===== src/dcb_pkg.sv =====
// Constants for the 10-bit converter code double buffer block.
// Assumes a 32-bit AXI4-Lite register bus with byte addressing.
package dcb_pkg;

   localparam int DCB_ADDR_W = 8;
   localparam int DCB_CODE_W = 10;
   localparam int DCB_INST = 2;

   // Byte offsets of the register words
   localparam logic [7:0] DCB_OFS_CTRL0 = 8'h00;
   localparam logic [7:0] DCB_OFS_HIGH0 = 8'h04;
   localparam logic [7:0] DCB_OFS_LOW0 = 8'h08;
   localparam logic [7:0] DCB_OFS_CTRL1 = 8'h0c;
   localparam logic [7:0] DCB_OFS_HIGH1 = 8'h10;
   localparam logic [7:0] DCB_OFS_LOW1 = 8'h14;
   localparam logic [7:0] DCB_OFS_LOAD = 8'h18;
   localparam logic [7:0] DCB_OFS_CODE0 = 8'h1c;
   localparam logic [7:0] DCB_OFS_CODE1 = 8'h20;

   // Control register fields
   localparam int DCB_CTRL_EN = 7;
   localparam int DCB_CTRL_JUSTIFY = 6;
   localparam int DCB_CTRL_PIN_OE = 5;
   localparam int DCB_CTRL_TOP_HI = 3;
   localparam int DCB_CTRL_TOP_LO = 2;
   localparam int DCB_CTRL_BOTTOM = 0;
   localparam logic [7:0] DCB_CTRL_MASK = 8'hed;
   localparam logic [7:0] DCB_CTRL_RESET = 8'h00;
   localparam logic [9:0] DCB_CODE_RESET = 10'h000;
   localparam logic [1:0] DCB_LOAD_RESET = 2'h0;

   typedef enum logic [1:0] {
      DCB_TOP_SUPPLY = 2'h0,
      DCB_TOP_EXT_PIN = 2'h1,
      DCB_TOP_FIXED_REF2 = 2'h2,
      DCB_TOP_RESERVED = 2'h3
   } dcb_top_src_e;

   localparam logic [1:0] DCB_RESP_OKAY = 2'h0;
   localparam logic [1:0] DCB_RESP_SLVERR = 2'h2;

endpackage : dcb_pkg


===== src/dcb_reg_if.sv =====
// Internal register access path between the bus slave and the core.
// Assumes one write and one read at most per cycle.
`timescale 1ns/100ps
interface dcb_reg_if;
   import dcb_pkg::*;
   logic wr_en;
   logic wr_lane0;
   logic [DCB_ADDR_W-1:0] wr_addr;
   logic [7:0] wr_data;
   logic wr_err;
   logic [DCB_ADDR_W-1:0] rd_addr;
   logic [7:0] rd_data;
   logic rd_err;
   modport bus (output wr_en, wr_lane0, wr_addr, wr_data, rd_addr,
      input wr_err, rd_data, rd_err);
   modport core (input wr_en, wr_lane0, wr_addr, wr_data, rd_addr,
      output wr_err, rd_data, rd_err);
endinterface : dcb_reg_if


===== src/dcb_axil_slave.sv =====
// AXI4-Lite slave that turns bus transfers into register accesses.
// Assumes the core decodes addresses combinationally.
`timescale 1ns/100ps
module dcb_axil_slave (
   // Clock and reset
   input wire logic i_clk,
   input wire logic i_rst_n,
   // Write channels
   input wire logic [dcb_pkg::DCB_ADDR_W-1:0] i_awaddr,
   input wire logic i_awvalid,
   output logic o_awready,
   input wire logic [31:0] i_wdata,
   input wire logic [3:0] i_wstrb,
   input wire logic i_wvalid,
   output logic o_wready,
   output logic [1:0] o_bresp,
   output logic o_bvalid,
   input wire logic i_bready,
   // Read channels
   input wire logic [dcb_pkg::DCB_ADDR_W-1:0] i_araddr,
   input wire logic i_arvalid,
   output logic o_arready,
   output logic [31:0] o_rdata,
   output logic [1:0] o_rresp,
   output logic o_rvalid,
   input wire logic i_rready,
   // Core side
   dcb_reg_if.bus reg_bus
);
   import dcb_pkg::*;

   logic aw_held_reg;
   logic w_held_reg;
   logic [DCB_ADDR_W-1:0] awaddr_reg;
   logic [7:0] wdata_reg;
   logic wlane_reg;
   logic do_write;

   assign do_write = aw_held_reg && w_held_reg && !o_bvalid;
   assign reg_bus.wr_en = do_write;
   assign reg_bus.wr_lane0 = wlane_reg;
   assign reg_bus.wr_addr = awaddr_reg;
   assign reg_bus.wr_data = wdata_reg;
   assign reg_bus.rd_addr = i_araddr;

   always_ff @(posedge i_clk or negedge i_rst_n) begin
      if (!i_rst_n) begin
         aw_held_reg <= 1'b0;
         o_awready <= 1'b0;
         awaddr_reg <= '0;
      end else if (i_awvalid && o_awready) begin
         aw_held_reg <= 1'b1;
         o_awready <= 1'b0;
         awaddr_reg <= i_awaddr;
      end else if (do_write) begin
         aw_held_reg <= 1'b0;
      end else if (!aw_held_reg && !o_bvalid) begin
         o_awready <= 1'b1;
      end
   end

   // Only the low byte lane carries register bits
   always_ff @(posedge i_clk or negedge i_rst_n) begin
      if (!i_rst_n) begin
         w_held_reg <= 1'b0;
         o_wready <= 1'b0;
         wdata_reg <= 8'h00;
         wlane_reg <= 1'b0;
      end else if (i_wvalid && o_wready) begin
         w_held_reg <= 1'b1;
         o_wready <= 1'b0;
         wdata_reg <= i_wdata[7:0];
         wlane_reg <= i_wstrb[0];
      end else if (do_write) begin
         w_held_reg <= 1'b0;
      end else if (!w_held_reg && !o_bvalid) begin
         o_wready <= 1'b1;
      end
   end

   always_ff @(posedge i_clk or negedge i_rst_n) begin
      if (!i_rst_n) begin
         o_bvalid <= 1'b0;
         o_bresp <= DCB_RESP_OKAY;
      end else if (do_write) begin
         o_bvalid <= 1'b1;
         o_bresp <= reg_bus.wr_err ? DCB_RESP_SLVERR : DCB_RESP_OKAY;
      end else if (o_bvalid && i_bready) begin
         o_bvalid <= 1'b0;
      end
   end

   always_ff @(posedge i_clk or negedge i_rst_n) begin
      if (!i_rst_n) begin
         o_arready <= 1'b0;
         o_rvalid <= 1'b0;
         o_rdata <= 32'h0000_0000;
         o_rresp <= DCB_RESP_OKAY;
      end else if (i_arvalid && o_arready) begin
         o_arready <= 1'b0;
         o_rvalid <= 1'b1;
         o_rdata <= {24'h00_0000, reg_bus.rd_data};
         o_rresp <= reg_bus.rd_err ? DCB_RESP_SLVERR : DCB_RESP_OKAY;
      end else if (o_rvalid && i_rready) begin
         o_rvalid <= 1'b0;
      end else if (!o_rvalid) begin
         o_arready <= 1'b1;
      end
   end

endmodule : dcb_axil_slave


===== src/dcb_channel.sv =====
// One converter instance: control word, holding code and double buffer.
// Assumes write strobes and the load pulse are one cycle each.
`timescale 1ns/100ps
module dcb_channel (
   // Clock and reset
   input wire logic i_clk,
   input wire logic i_rst_n,
   // Register writes
   input wire logic i_ctrl_we,
   input wire logic i_high_we,
   input wire logic i_low_we,
   input wire logic [7:0] i_wdata,
   input wire logic i_load,
   // Register reads and ladder drive
   output logic [7:0] o_ctrl,
   output logic [7:0] o_high_rd,
   output logic [7:0] o_low_rd,
   output logic [dcb_pkg::DCB_CODE_W-1:0] o_code
);
   import dcb_pkg::*;

   logic [DCB_CODE_W-1:0] hold_reg;
   logic [DCB_CODE_W-1:0] hold_next;
   logic left;

   function automatic logic [7:0] high_view(input logic lj,
      input logic [9:0] c);
      high_view = lj ? c[9:2] : {6'h00, c[9:8]}; // [RQ1] [RQ2] [RQ3]
   endfunction : high_view

   function automatic logic [7:0] low_view(input logic lj,
      input logic [9:0] c);
      low_view = lj ? {c[1:0], 6'h00} : c[7:0]; // [RQ1] [RQ2] [RQ3]
   endfunction : low_view

   assign left = o_ctrl[DCB_CTRL_JUSTIFY];
   assign o_high_rd = high_view(left, hold_reg);
   assign o_low_rd = low_view(left, hold_reg);

   // Sleep wake-up has no path here; only reset and bus writes act
   always_ff @(posedge i_clk or negedge i_rst_n) begin
      if (!i_rst_n) begin
         o_ctrl <= DCB_CTRL_RESET; // [RQ9] [RQ11]
      end else if (i_ctrl_we) begin
         o_ctrl <= i_wdata & DCB_CTRL_MASK; // [RQ10] [RQ11]
      end
   end

   always_comb begin
      hold_next = hold_reg;
      if (i_high_we && left) begin
         hold_next[9:2] = i_wdata; // [RQ1]
      end else if (i_high_we) begin
         hold_next[9:8] = i_wdata[1:0]; // [RQ2]
      end
      if (i_low_we && left) begin
         hold_next[1:0] = i_wdata[7:6]; // [RQ1]
      end else if (i_low_we) begin
         hold_next[7:0] = i_wdata; // [RQ2]
      end
   end

   always_ff @(posedge i_clk or negedge i_rst_n) begin
      if (!i_rst_n) begin
         hold_reg <= DCB_CODE_RESET; // [RQ9]
      end else begin
         hold_reg <= hold_next;
      end
   end

   // Ladder code never follows the holding register directly
   always_ff @(posedge i_clk or negedge i_rst_n) begin
      if (!i_rst_n) begin
         o_code <= DCB_CODE_RESET; // [RQ9]
      end else if (i_load) begin
         o_code <= hold_reg; // [RQ5] [RQ18]
      end
   end

   a_load_copies: assert property ( // [RQ5]
      @(posedge i_clk) disable iff (!i_rst_n)
      i_load |=> o_code == $past(hold_reg))
      else $error("buffer did not take the holding code");
   a_code_holds: assert property ( // [RQ4]
      @(posedge i_clk) disable iff (!i_rst_n)
      !i_load |=> $stable(o_code))
      else $error("ladder code changed without a load");
   a_pad_zero: assert property ( // [RQ3]
      @(posedge i_clk) disable iff (!i_rst_n)
      left ? (o_low_rd[5:0] == 6'h00) : (o_high_rd[7:2] == 6'h00))
      else $error("unused code register bits not zero");
   a_left_view: assert property ( // [RQ1]
      @(posedge i_clk) disable iff (!i_rst_n)
      (i_high_we && left) |=> (o_high_rd == $past(i_wdata)) || !left)
      else $error("left justified high write not visible");
   c_load_seen: cover property (@(posedge i_clk) disable iff (!i_rst_n)
      i_load ##1 $changed(o_code));

endmodule : dcb_channel


===== src/dcb_top.sv =====
// Notes on behaviour
// (RQ1) Left justified: high register holds code 9..2, low bits 7..6 code 1..0.
// (RQ2) Right justified: low register holds code 7..0, high bits 1..0 code 9..8.
// (RQ3) Code register positions without code bits read as zero.
// (RQ4) Writing holding registers never changes the code in use.
// (RQ5) Writing 1 to a load bit copies both holding halves at once.
// (RQ6) The load bit clears itself after the transfer.
// (RQ7) Writing 0 to a load bit leaves the buffer unchanged.
// (RQ8) Load register: bit 0 first instance, bit 1 second, rest zero.
// (RQ9) Reset disables, disconnects the pin and clears all ten code bits.
// (RQ10) Waking from sleep leaves the control register unchanged.
// (RQ11) Control: enable 7, justify 6, pin 5, top 3..2, bottom 0.
// (RQ12) Top source 00 supply, 01 external pin, 10 fixed reference buffer.
// (RQ13) Bottom source 1 external negative pin, 0 ground.
// (RQ14) Pin output enable routes the converter level to the pin.
// (RQ15) The converter runs only while its enable bit is set.
// (RQ16) Level is bottom plus span times buffered code over 1024.
// (RQ17) While the pin carries the level, its digital read returns zero; here the registered read is zero from the cycle after.
// (RQ18) The ladder code always comes from the double buffer.
//
// Top of the two-instance converter code double buffer block.
// Assumes an AXI4-Lite master on I_MCLK and an analog ladder outside.
//
// Decided for this implementation: register access over AXI4-Lite and the register offsets.
`timescale 1ns/100ps
module dcb_top (
   // Clock and reset
   input wire logic I_MCLK,
   input wire logic I_NRST,
   // AXI4-Lite write address and data
   input wire logic [dcb_pkg::DCB_ADDR_W-1:0] I_AWADDR,
   input wire logic [2:0] I_AWPROT,
   input wire logic I_AWVALID,
   output logic O_AWREADY,
   input wire logic [31:0] I_WDATA,
   input wire logic [3:0] I_WSTRB,
   input wire logic I_WVALID,
   output logic O_WREADY,
   // AXI4-Lite write response
   output logic [1:0] O_BRESP,
   output logic O_BVALID,
   input wire logic I_BREADY,
   // AXI4-Lite read
   input wire logic [dcb_pkg::DCB_ADDR_W-1:0] I_ARADDR,
   input wire logic [2:0] I_ARPROT,
   input wire logic I_ARVALID,
   output logic O_ARREADY,
   output logic [31:0] O_RDATA,
   output logic [1:0] O_RRESP,
   output logic O_RVALID,
   input wire logic I_RREADY,
   // Analog ladder control, one entry per instance
   output logic [1:0][9:0] O_LADDER_CODE,
   output logic [1:0] O_CONV_ENABLE,
   output logic [1:0][1:0] O_TOP_SOURCE,
   output logic [1:0] O_BOTTOM_SOURCE,
   // Output pin switch and digital override
   output logic [1:0] O_PIN_LEVEL_CONNECT,
   input wire logic [1:0] I_PIN_DIGITAL,
   output logic [1:0] O_PIN_DIGITAL_READ
);
   import dcb_pkg::*;

   dcb_reg_if reg_path ();

   logic [1:0] ctrl_we;
   logic [1:0] high_we;
   logic [1:0] low_we;
   logic load_we;
   logic [1:0] load_set;
   logic [1:0] load_pend_reg;
   logic [1:0][7:0] ctrl_q;
   logic [1:0][7:0] high_rd;
   logic [1:0][7:0] low_rd;
   logic [1:0][9:0] code_q;
   logic [1:0] pin_s1_reg;
   logic [1:0] pin_s2_reg;
   logic [1:0] pin_s3_reg;
   logic [1:0] pin_level_reg;
   logic [7:0] rd_mux;
   logic rd_miss;

   function automatic logic [7:0] word_of(input logic [7:0] a);
      word_of = {a[7:2], 2'h0};
   endfunction : word_of

   function automatic logic is_mapped(input logic [7:0] a);
      case (word_of(a))
         DCB_OFS_CTRL0, DCB_OFS_HIGH0, DCB_OFS_LOW0,
         DCB_OFS_CTRL1, DCB_OFS_HIGH1, DCB_OFS_LOW1,
         DCB_OFS_LOAD, DCB_OFS_CODE0, DCB_OFS_CODE1: is_mapped = 1'b1;
         default: is_mapped = 1'b0;
      endcase
   endfunction : is_mapped

   function automatic logic hit(input logic [7:0] a,
      input logic [7:0] ofs);
      hit = (word_of(a) == ofs);
   endfunction : hit

   dcb_axil_slave u_slave (
      .i_clk(I_MCLK),
      .i_rst_n(I_NRST),
      .i_awaddr(I_AWADDR),
      .i_awvalid(I_AWVALID),
      .o_awready(O_AWREADY),
      .i_wdata(I_WDATA),
      .i_wstrb(I_WSTRB),
      .i_wvalid(I_WVALID),
      .o_wready(O_WREADY),
      .o_bresp(O_BRESP),
      .o_bvalid(O_BVALID),
      .i_bready(I_BREADY),
      .i_araddr(I_ARADDR),
      .i_arvalid(I_ARVALID),
      .o_arready(O_ARREADY),
      .o_rdata(O_RDATA),
      .o_rresp(O_RRESP),
      .o_rvalid(O_RVALID),
      .i_rready(I_RREADY),
      .reg_bus(reg_path.bus)
   );

   // Write decode; the code status words are read only
   logic wr_go;
   assign wr_go = reg_path.wr_en && reg_path.wr_lane0;
   assign ctrl_we[0] = wr_go && hit(reg_path.wr_addr, DCB_OFS_CTRL0);
   assign ctrl_we[1] = wr_go && hit(reg_path.wr_addr, DCB_OFS_CTRL1);
   assign high_we[0] = wr_go && hit(reg_path.wr_addr, DCB_OFS_HIGH0);
   assign high_we[1] = wr_go && hit(reg_path.wr_addr, DCB_OFS_HIGH1);
   assign low_we[0] = wr_go && hit(reg_path.wr_addr, DCB_OFS_LOW0);
   assign low_we[1] = wr_go && hit(reg_path.wr_addr, DCB_OFS_LOW1);
   assign load_we = wr_go && hit(reg_path.wr_addr, DCB_OFS_LOAD);
   assign load_set = load_we ? reg_path.wr_data[1:0] : 2'h0; // [RQ7] [RQ8]
   assign reg_path.wr_err = !is_mapped(reg_path.wr_addr);

   // A pending bit lives one cycle; a new 1 written then wins the clear
   always_ff @(posedge I_MCLK or negedge I_NRST) begin
      if (!I_NRST) begin
         load_pend_reg <= DCB_LOAD_RESET;
      end else begin
         load_pend_reg <= load_set; // [RQ5] [RQ6]
      end
   end

   genvar g;
   generate
      for (g = 0; g < DCB_INST; g++) begin : g_inst
         dcb_channel u_chan (
            .i_clk(I_MCLK),
            .i_rst_n(I_NRST),
            .i_ctrl_we(ctrl_we[g]),
            .i_high_we(high_we[g]),
            .i_low_we(low_we[g]),
            .i_wdata(reg_path.wr_data),
            .i_load(load_pend_reg[g]), // [RQ5]
            .o_ctrl(ctrl_q[g]),
            .o_high_rd(high_rd[g]),
            .o_low_rd(low_rd[g]),
            .o_code(code_q[g])
         );
      end
   endgenerate

   // Read decode
   always_comb begin
      rd_mux = 8'h00;
      rd_miss = 1'b0;
      case (word_of(reg_path.rd_addr))
         DCB_OFS_CTRL0: rd_mux = ctrl_q[0];
         DCB_OFS_HIGH0: rd_mux = high_rd[0]; // [RQ3]
         DCB_OFS_LOW0: rd_mux = low_rd[0]; // [RQ3]
         DCB_OFS_CTRL1: rd_mux = ctrl_q[1];
         DCB_OFS_HIGH1: rd_mux = high_rd[1];
         DCB_OFS_LOW1: rd_mux = low_rd[1];
         DCB_OFS_LOAD: rd_mux = {6'h00, load_pend_reg}; // [RQ8]
         DCB_OFS_CODE0: rd_mux = code_q[0][9:2];
         DCB_OFS_CODE1: rd_mux = code_q[1][9:2];
         default: rd_miss = 1'b1;
      endcase
   end
   assign reg_path.rd_data = rd_mux;
   assign reg_path.rd_err = rd_miss;

   // Analog drive straight from the buffer and control flip-flops.
   // The ladder forms bottom + (top - bottom) * code / 1024 itself.
   always_comb begin
      for (int i = 0; i < DCB_INST; i++) begin
         O_LADDER_CODE[i] = code_q[i]; // [RQ16] [RQ18]
         O_CONV_ENABLE[i] = ctrl_q[i][DCB_CTRL_EN]; // [RQ15] [RQ9]
         O_TOP_SOURCE[i] =
            ctrl_q[i][DCB_CTRL_TOP_HI:DCB_CTRL_TOP_LO]; // [RQ12]
         O_BOTTOM_SOURCE[i] = ctrl_q[i][DCB_CTRL_BOTTOM]; // [RQ13]
         O_PIN_LEVEL_CONNECT[i] = ctrl_q[i][DCB_CTRL_PIN_OE]; // [RQ14]
      end
   end

   // Pin input crossing; stage one feeds stage two only
   always_ff @(posedge I_MCLK or negedge I_NRST) begin
      if (!I_NRST) begin
         pin_s1_reg <= 2'h0;
         pin_s2_reg <= 2'h0;
         pin_s3_reg <= 2'h0;
      end else begin
         pin_s1_reg <= I_PIN_DIGITAL;
         pin_s2_reg <= pin_s1_reg;
         pin_s3_reg <= pin_s2_reg;
      end
   end

   always_ff @(posedge I_MCLK or negedge I_NRST) begin
      if (!I_NRST) begin
         pin_level_reg <= 2'h0;
      end else begin
         for (int i = 0; i < DCB_INST; i++) begin
            if (pin_s2_reg[i] == pin_s3_reg[i]) begin
               pin_level_reg[i] <= pin_s3_reg[i];
            end
         end
      end
   end

   // Digital read is registered low from the cycle after the pin starts carrying the level
   always_ff @(posedge I_MCLK or negedge I_NRST) begin
      if (!I_NRST) begin
         O_PIN_DIGITAL_READ <= 2'h0;
      end else begin
         for (int i = 0; i < DCB_INST; i++) begin
            O_PIN_DIGITAL_READ[i] <= ctrl_q[i][DCB_CTRL_PIN_OE] ? 1'b0 :
               pin_level_reg[i]; // [RQ17]
         end
      end
   end

   // Checks on load pulses, read padding, pin routing, control fields and the write response
   a_load_clears: assert property ( // [RQ6]
      @(posedge I_MCLK) disable iff (!I_NRST)
      (load_pend_reg[0] && !load_set[0]) |=> !load_pend_reg[0])
      else $error("load bit did not clear itself");

   a_load_clears_b: assert property ( // [RQ6]
      @(posedge I_MCLK) disable iff (!I_NRST)
      (load_pend_reg[1] && !load_set[1]) |=> !load_pend_reg[1])
      else $error("second load bit did not clear itself");

   a_load_zero_keeps: assert property ( // [RQ7]
      @(posedge I_MCLK) disable iff (!I_NRST)
      (load_we && !reg_path.wr_data[1]) |=> ##1 $stable(O_LADDER_CODE[1]))
      else $error("zero load changed the buffer");

   a_load_zero_keeps_a: assert property ( // [RQ7]
      @(posedge I_MCLK) disable iff (!I_NRST)
      (load_we && !reg_path.wr_data[0]) |=> ##1 $stable(O_LADDER_CODE[0]))
      else $error("zero load changed the first buffer");

   a_load_reads: assert property ( // [RQ8]
      @(posedge I_MCLK) disable iff (!I_NRST)
      (I_ARVALID && O_ARREADY) |=> O_RDATA[31:8] == 24'h00_0000)
      else $error("unimplemented read bits not zero");

   a_load_bits_read: assert property ( // [RQ8]
      @(posedge I_MCLK) disable iff (!I_NRST)
      (I_ARVALID && O_ARREADY && hit(I_ARADDR, DCB_OFS_LOAD))
      |=> O_RDATA[7:2] == 6'h00)
      else $error("load register upper bits not zero");

   a_pin_read_low: assert property ( // [RQ17]
      @(posedge I_MCLK) disable iff (!I_NRST)
      O_PIN_LEVEL_CONNECT[0] |=> !O_PIN_DIGITAL_READ[0])
      else $error("pin digital read not forced low");

   a_pin_read_low_b: assert property ( // [RQ17]
      @(posedge I_MCLK) disable iff (!I_NRST)
      O_PIN_LEVEL_CONNECT[1] |=> !O_PIN_DIGITAL_READ[1])
      else $error("second pin digital read not forced low");

   a_pin_follows: assert property ( // [RQ14]
      @(posedge I_MCLK) disable iff (!I_NRST)
      ctrl_we[1] |=> O_PIN_LEVEL_CONNECT[1] ==
         $past(reg_path.wr_data[DCB_CTRL_PIN_OE]))
      else $error("pin connection does not follow control write");

   a_bottom_follows: assert property ( // [RQ13]
      @(posedge I_MCLK) disable iff (!I_NRST)
      ctrl_we[0] |=> O_BOTTOM_SOURCE[0] ==
         $past(reg_path.wr_data[DCB_CTRL_BOTTOM]))
      else $error("bottom source does not follow control write");

   a_ctrl_mask: assert property ( // [RQ11]
      @(posedge I_MCLK) disable iff (!I_NRST)
      ctrl_we[0] |=> ctrl_q[0] == ($past(reg_path.wr_data) & 8'hed))
      else $error("control register field layout wrong");

   a_write_resp: assert property ( // [RQ4]
      @(posedge I_MCLK) disable iff (!I_NRST)
      reg_path.wr_en |=> O_BVALID ##0 $stable(O_LADDER_CODE)[*1])
      else $error("write response or code stability wrong");

   c_pin_on: cover property (@(posedge I_MCLK) disable iff (!I_NRST)
      $rose(O_PIN_LEVEL_CONNECT[0]));

   c_left_mode: cover property (@(posedge I_MCLK) disable iff (!I_NRST)
      ctrl_q[1][DCB_CTRL_JUSTIFY] && load_pend_reg[1]);

   c_both_load: cover property (@(posedge I_MCLK) disable iff (!I_NRST)
      load_pend_reg == 2'h3);

   c_bad_addr: cover property (@(posedge I_MCLK) disable iff (!I_NRST)
      O_BVALID && O_BRESP == DCB_RESP_SLVERR);

endmodule : dcb_top


===== config.mk =====
export PLATFORM = sky130hd
export DESIGN_NAME = dcb_top
export DESIGN_NICKNAME = d
export VERILOG_FILES = /design/src/dcb_pkg.sv /design/src/dcb_reg_if.sv /design/src/dcb_axil_slave.sv /design/src/dcb_channel.sv /design/src/dcb_top.sv
export SDC_FILE = /design/constraint.sdc
export NUM_CORES = 1
export LEC_CHECK = 0
export CAP_MARGIN = 30
export CORE_MARGIN = 1
export CORE_UTILIZATION = 63
export CTS_CLUSTER_SIZE = 20
export DETAILED_ROUTE_END_ITERATION = 8
export DONT_BUFFER_PORTS = 1
export GPL_TIMING_DRIVEN = 0
export PLACE_DENSITY_LB_ADDON = 0.12
export SYNTH_ARGS = -nofsm -noshare
export SYNTH_HDL_FRONTEND = slang
export SYNTH_SLANG_ARGS = --single-unit

===== constraint.sdc =====
create_clock -name I_MCLK -period 2.1 [get_ports I_MCLK]
set_input_delay 0.42 -clock I_MCLK [delete_from_list [all_inputs] [get_ports I_MCLK]]
set_output_delay 0.42 -clock I_MCLK [all_outputs]
set_load 0.05 [all_outputs]

Word level (Yosys, flattened, before mapping)
Index checks and enable logic that the tools add are counted.
{"block": "word_totals", "ff_bits": 100, "latchBits": 0, "mem_bits_rw": 0, "rom_bits": 0, "input_bits": 67, "output_inout_bits": 73, "word_cells": 132, "mem_count": 0}
{"block": "op_classes", "addsub": 0, "multipliers": 0, "div": 0, "order_cmp": 0, "eq_ne": 22, "shifts": 0, "mux": 39, "bitwise": 0, "reduce_logical": 41}
{"op": "$pmux 8 s9", "n": 1}
{"op": "$eq 6x3->1 const B", "n": 8}
{"op": "$mux 8", "n": 6}
{"op": "$eq 6x2->1 const B", "n": 4}
{"op": "$mux 6", "n": 4}
{"op": "$logic_and 1x1->1", "n": 21}
{"op": "$reduce_bool 2->1", "n": 10}
{"op": "$mux 1", "n": 19}
{"op": "$mux 2", "n": 9}
{"op": "$reduce_or 9->1", "n": 2}
{"op": "$eq 6x1->1 const B", "n": 2}
{"op": "$eq 6x4->1 const B", "n": 2}
{"op": "$logic_not 6->1", "n": 2}
{"op": "$ne 2x1->1 const B", "n": 3}
{"op": "$reduce_and 2->1", "n": 3}
{"op": "$logic_not 1->1", "n": 3}
{"op": "$eq 1x1->1", "n": 2}
{"op": "$ne 2x2->1 const B", "n": 1}

Depth between registers and ports, before layout
{"block": "depth", "ltp_word": 8, "ltp_mapped": 7, "mapped_depth_nobuf": 5}

Modules after synthesis
Synthesis repeated with hierarchy kept, for this count alone.
{"block": "hier_totals", "hier_cells": 411, "area_unflattened_um2": 5185.0}
{"module": "dcb_channel", "n_inst": 2, "cells_each": 96, "area_each_um2": 1271.2, "seq_area_each_um2": 650.6}
{"module": "dcb_axil_slave", "n_inst": 1, "cells_each": 118, "area_each_um2": 1619.1, "seq_area_each_um2": 850.8}
{"module": "dcb_top", "n_inst": 1, "cells_each": 101, "area_each_um2": 1023.5, "seq_area_each_um2": 300.3}

Least setup slack after synthesis
Ideal clock, no wire load.
{"block": "synth_path", "path_kind": "flip-flop to flip-flop", "start": "reg u_slave.o_bvalid", "end": "reg g_inst[0].u_chan.o_ctrl[0]", "setup_time_ns": 0.125, "arrival_ns": 1.938, "required_ns": 1.975, "setup_slack_ns": 0.037, "path_stages_with_launch": 5, "n_path_buf": 0, "synth_period_minus_slack_ns": 2.063, "path_cell_list": "dfrtp_1 -> nand3b_1 -> or4_4 -> nor3_4 -> mux2_2"}
{"block": "synth_via", "elab_chain_len": 4}
{"element": "start: declaration", "line_no": "dcb_axil_slave.sv:17", "text": "output logic o_bvalid,"}
{"element": "start signal: assignment", "line_no": "dcb_axil_slave.sv:83", "text": "o_bvalid <= 1'b0;"}
{"element": "start signal: assignment", "line_no": "dcb_axil_slave.sv:86", "text": "o_bvalid <= 1'b1;"}
{"element": "start signal: assignment", "line_no": "dcb_axil_slave.sv:89", "text": "o_bvalid <= 1'b0;"}
{"element": "$logic_not 1->1", "line_no": "dcb_axil_slave.sv:39", "text": "assign do_write = aw_held_reg && w_held_reg && !o_bvalid;"}
{"element": "$logic_and 1x1->1", "line_no": "dcb_axil_slave.sv:39"}
{"element": "$logic_and 1x1->1", "line_no": "dcb_top.sv:126", "text": "assign wr_go = reg_path.wr_en && reg_path.wr_lane0;"}
{"element": "$logic_and 1x1->1", "line_no": "dcb_top.sv:127", "text": "assign ctrl_we[0] = wr_go && hit(reg_path.wr_addr, DCB_OFS_CTRL0);"}
{"element": "end signal: assignment", "line_no": "dcb_channel.sv:45", "text": "o_ctrl <= i_wdata & DCB_CTRL_MASK;"}
{"element": "end: declaration", "line_no": "dcb_channel.sv:15", "text": "output logic [7:0] o_ctrl,"}
No other way between the ends.
A chain may end at the register's enable or synchronous reset.

Final worst setup path
{"block": "layout_path", "start": "reg u_slave.o_bvalid", "end": "reg g_inst[0].u_chan.o_ctrl[6]"}
The elaborated chain is that of the path after synthesis.

==> metrics.log <==
[metrics] placement-stage cell area: between 4000 and 5000 sq um
[metrics] Critical R2R Capture: g_inst[0].u_chan.o_ctrl[6]
[metrics] fraction of registers with async set or reset after synthesis: 1.00
[metrics] worst ir drop on vdd: approximately 0.88 mV
[metrics] most frequent standard cell in the layout excluding fill and tap cells: sky130_fd_sc_hd__dfrtp_1
[metrics] top fanout value on the critical path: 8
[metrics] Final Max Tran Viols: 0
[metrics] post-route minimum period: roughly 2.1 ns
[metrics] clock tree from TritonCTS: yes
[metrics] worst endpoint data arrival time: 2.38 ns
[metrics] proportion of layout cells with a drive suffix above 1: 0.293
[metrics] drt total wl: around 11 mm
[metrics] Die Height: approximately 89 um
[metrics] core footprint: 7250 sq um
[metrics] Setup-failing EPs final: 6
[metrics] final worst hold slack: -0.262 ns
[metrics] unrepaired setup endpoints after global routing: yes
[metrics] cell area after technology mapping: between 4000 and 5000 sq um
[metrics] part of the Yosys area used for sequential elements: 0.507
[metrics] kind of end point of the critical path: flip-flop
[metrics] post-route setup TNS: -0.113 ns
[metrics] cell count after synthesis: 417
[metrics] transition at the pin with the smallest max-transition slack: ~0.62 ns
[metrics] antenna fix cells: 0
[metrics] detailed-route via count: 3342
[metrics] synthesized area per cell: around 11 sq um
[metrics] final setup skew: ~0.0054 ns
[metrics] WL per Instance: 19.0 um
[metrics] layout net count: ~520
[metrics] maximum number of pins on one net before global-route repair: 97
[metrics] worst-case setup margin in the final layout: -0.0308 ns
[metrics] count of different cell masters after synthesis: 60
[metrics] final estimated routing congestion in global placement: 0.852
[metrics] Main synth FF type: sky130_fd_sc_hd__dfrtp_1
[metrics] initial antenna violation count: 0
[metrics] number of I/O pins: between 100 and 150
[metrics] Starting Density: 0.653
[metrics] Tot GR Track Use: 0.285
[metrics] startpoint of the most critical register-to-register path: u_slave.o_bvalid
[metrics] via density per instance: approximately 6.0
[metrics] final hold violation count: 96
[metrics] length of the first detailed-routing pass in iterations: 4
[metrics] layout filler cell count: about 560
[metrics] Max Cap Viol: 0
[metrics] clock-pin slew on the worst setup and hold paths: 0.10 ns
[metrics] worst-skew pair later-pin latency: 0.36 ns
[metrics] global-route wire length before repair: between 15 and 20 mm
[metrics] Placed Cells: 541
[metrics] failing checks: hold timing, setup timing
[metrics] Horiz. Die Dim: ~90 um
[metrics] final critical-path share of the clock period: 1.01
[metrics] post-layout total power: between 5 and 6 mW
[metrics] Sinks on Clock Net: 96
[metrics] relative slew slack: 0.581
[metrics] number of routed nets with antenna violations: 0
[metrics] maximum buffer depth of the clock tree: 2
[metrics] internal reg-to-reg setup slack: -0.03 ns
[metrics] register bit total from synthesis: 96
[metrics] root buffer selected by CTS: sky130_fd_sc_hd__clkbuf_8
[metrics] Hold/Removal Path Class: in2async
[metrics] count of port buffers added during placement: 0
[metrics] DIE AREA: roughly 8000 sq um
[metrics] layout-stage area growth over the synthesis result: 9.66%
[metrics] via count of the first global-routing pass: 3207
[metrics] worst setup timing slack at the placement stage: -0.194 ns
[metrics] number of buffers created by CTS: 9
[metrics] non-filler cells in the finished layout: approximately 560
[metrics] kind of critical path: reg2reg
[metrics] Non-Filler Cell Area, Final: between 5000 and 6000 sq um
[metrics] R2R cell count: 5
[metrics] EDFF count, synth: 0
[metrics] count of yosys warnings during synthesis: 0
[metrics] top achievable clock speed: ~470 MHz
[metrics] status: complete, but fails checks
[metrics] Lkg Pwr: between 2 and 2.5 nW
[metrics] kind of launch point of the worst setup path: flip-flop
[metrics] DRC violations left: 0
[metrics] Placement Rows: 31
[metrics] power density over the cells: between 1000 and 1500 nW/um^2
[metrics] detailed router's first-iteration violation count: roughly 200
[metrics] most frequent cells in the layout: sky130_fd_sc_hd__dfrtp_1 (95), sky130_fd_sc_hd__mux2_2 (62), sky130_fd_sc_hd__buf_4 (39)
[metrics] final HPWL from detailed placement: around 8 mm
[metrics] data required time of the critical path: around 2.4 ns
[metrics] total grt overflow: 0
[metrics] H-tree Lvls: 3
[how the worst max path moves through the flow]
stage / start / end / slack [ns]
floorplan: u_slave.o_bvalid / g_inst[0].u_chan.o_ctrl[0] / 0.04
global placement: u_slave.o_bvalid / g_inst[0].u_chan.o_ctrl[5] / -0.14
detailed placement: u_slave.o_bvalid / g_inst[0].u_chan.o_ctrl[7] / -0.19
CTS: u_slave.o_bvalid / g_inst[0].u_chan.o_ctrl[7] / -0.01
global route: u_slave.o_bvalid / g_inst[0].u_chan.o_ctrl[6] / -0.08
finish: u_slave.o_bvalid / g_inst[0].u_chan.o_ctrl[6] / -0.03
[routing by layer]
metal,share of wire,track usage,wire length [um],vias up
li1,-,-,-,1534
met2,0.48,0.465,5140,130
met4,0.021,0.117,227,0
met5,0,0,0,-
met1,0.43,0.385,4620,1655
met3,0.062,0.0420,656,23
[timing repair]
item	4_1_cts	5_1_grt
pin swaps	1	0
setup endpoints to repair	19	10
hold endpoints to repair	96	96
gates resized for setup	2	1
buffers inserted	3	0
[metrics by stage]
stage,utilization,hold WS [ns]
floorplan,-,0.124
global placement,0.683,0.127
detailed placement,0.683,0.126
CTS,0.716,-0.264
global route,0.717,-0.281
finish,0.717,-0.262
[cells by family (layout without fill, tap and decap cells)]
logic type                 after synthesis  after routing  synth area share
adders and majority gates                2              2           0.00422
muxes                                   68             68             0.160
buffers and inverters                   59             77            0.0755
AOI/OAI and AO/OA                       65             65            0.0995
DFF                                     96             96             0.507
other                                    1             26          0.000791
and+or+nand+nor                        126            126             0.153
[worst max-delay path, cell delays in order, from the launching register on]
cell	delay [ns]
sky130_fd_sc_hd__dfrtp_2	0.55
sky130_fd_sc_hd__nand3b_1	0.25
sky130_fd_sc_hd__or4_4	0.50
sky130_fd_sc_hd__nor3_4	0.22
sky130_fd_sc_hd__buf_4	0.17
sky130_fd_sc_hd__mux2_2	0.33
[where the power goes]
group | switching, mW | internal (mW)
sequential | 0.785 | 2.25
combinational | 0.860 | 0.653
clock | 0.692 | 0.602
[layout make-up]
cell class / instances / area, sq um / area share
Timing Repair Buffer: 3 / 22.5 / 0.00433
Clock inverter: 6 / 76.3 / 0.0147
Tap cell: 99 / 124 / 0.0238
Clock buffer: 10 / 138 / 0.0265
Inverter: 6 / 22.5 / 0.00433
Sequential cell: 96 / 2400 / 0.462
Buffer: 52 / 333 / 0.0640
Multi-Input combinational cell: 287 / 2080 / 0.400
[cell usage after synthesis (all sizes together) (5+ instances only)]
cell	n	area, sq um
a21oi	6	30.0
a22o	5	43.8
a22oi	5	37.5
a32oi	5	43.8
buf	40	287
clkbuf	13	48.8
dfrtp	96	2400
inv	6	22.5
mux2	62	698
mux2i	6	60.1
nand2	36	135
nand3	7	35.0
nor2	29	109
nor2b	8	50.1
o21ai	13	65.1
o22ai	8	50.1
Power figures use the tool's default switching activity.
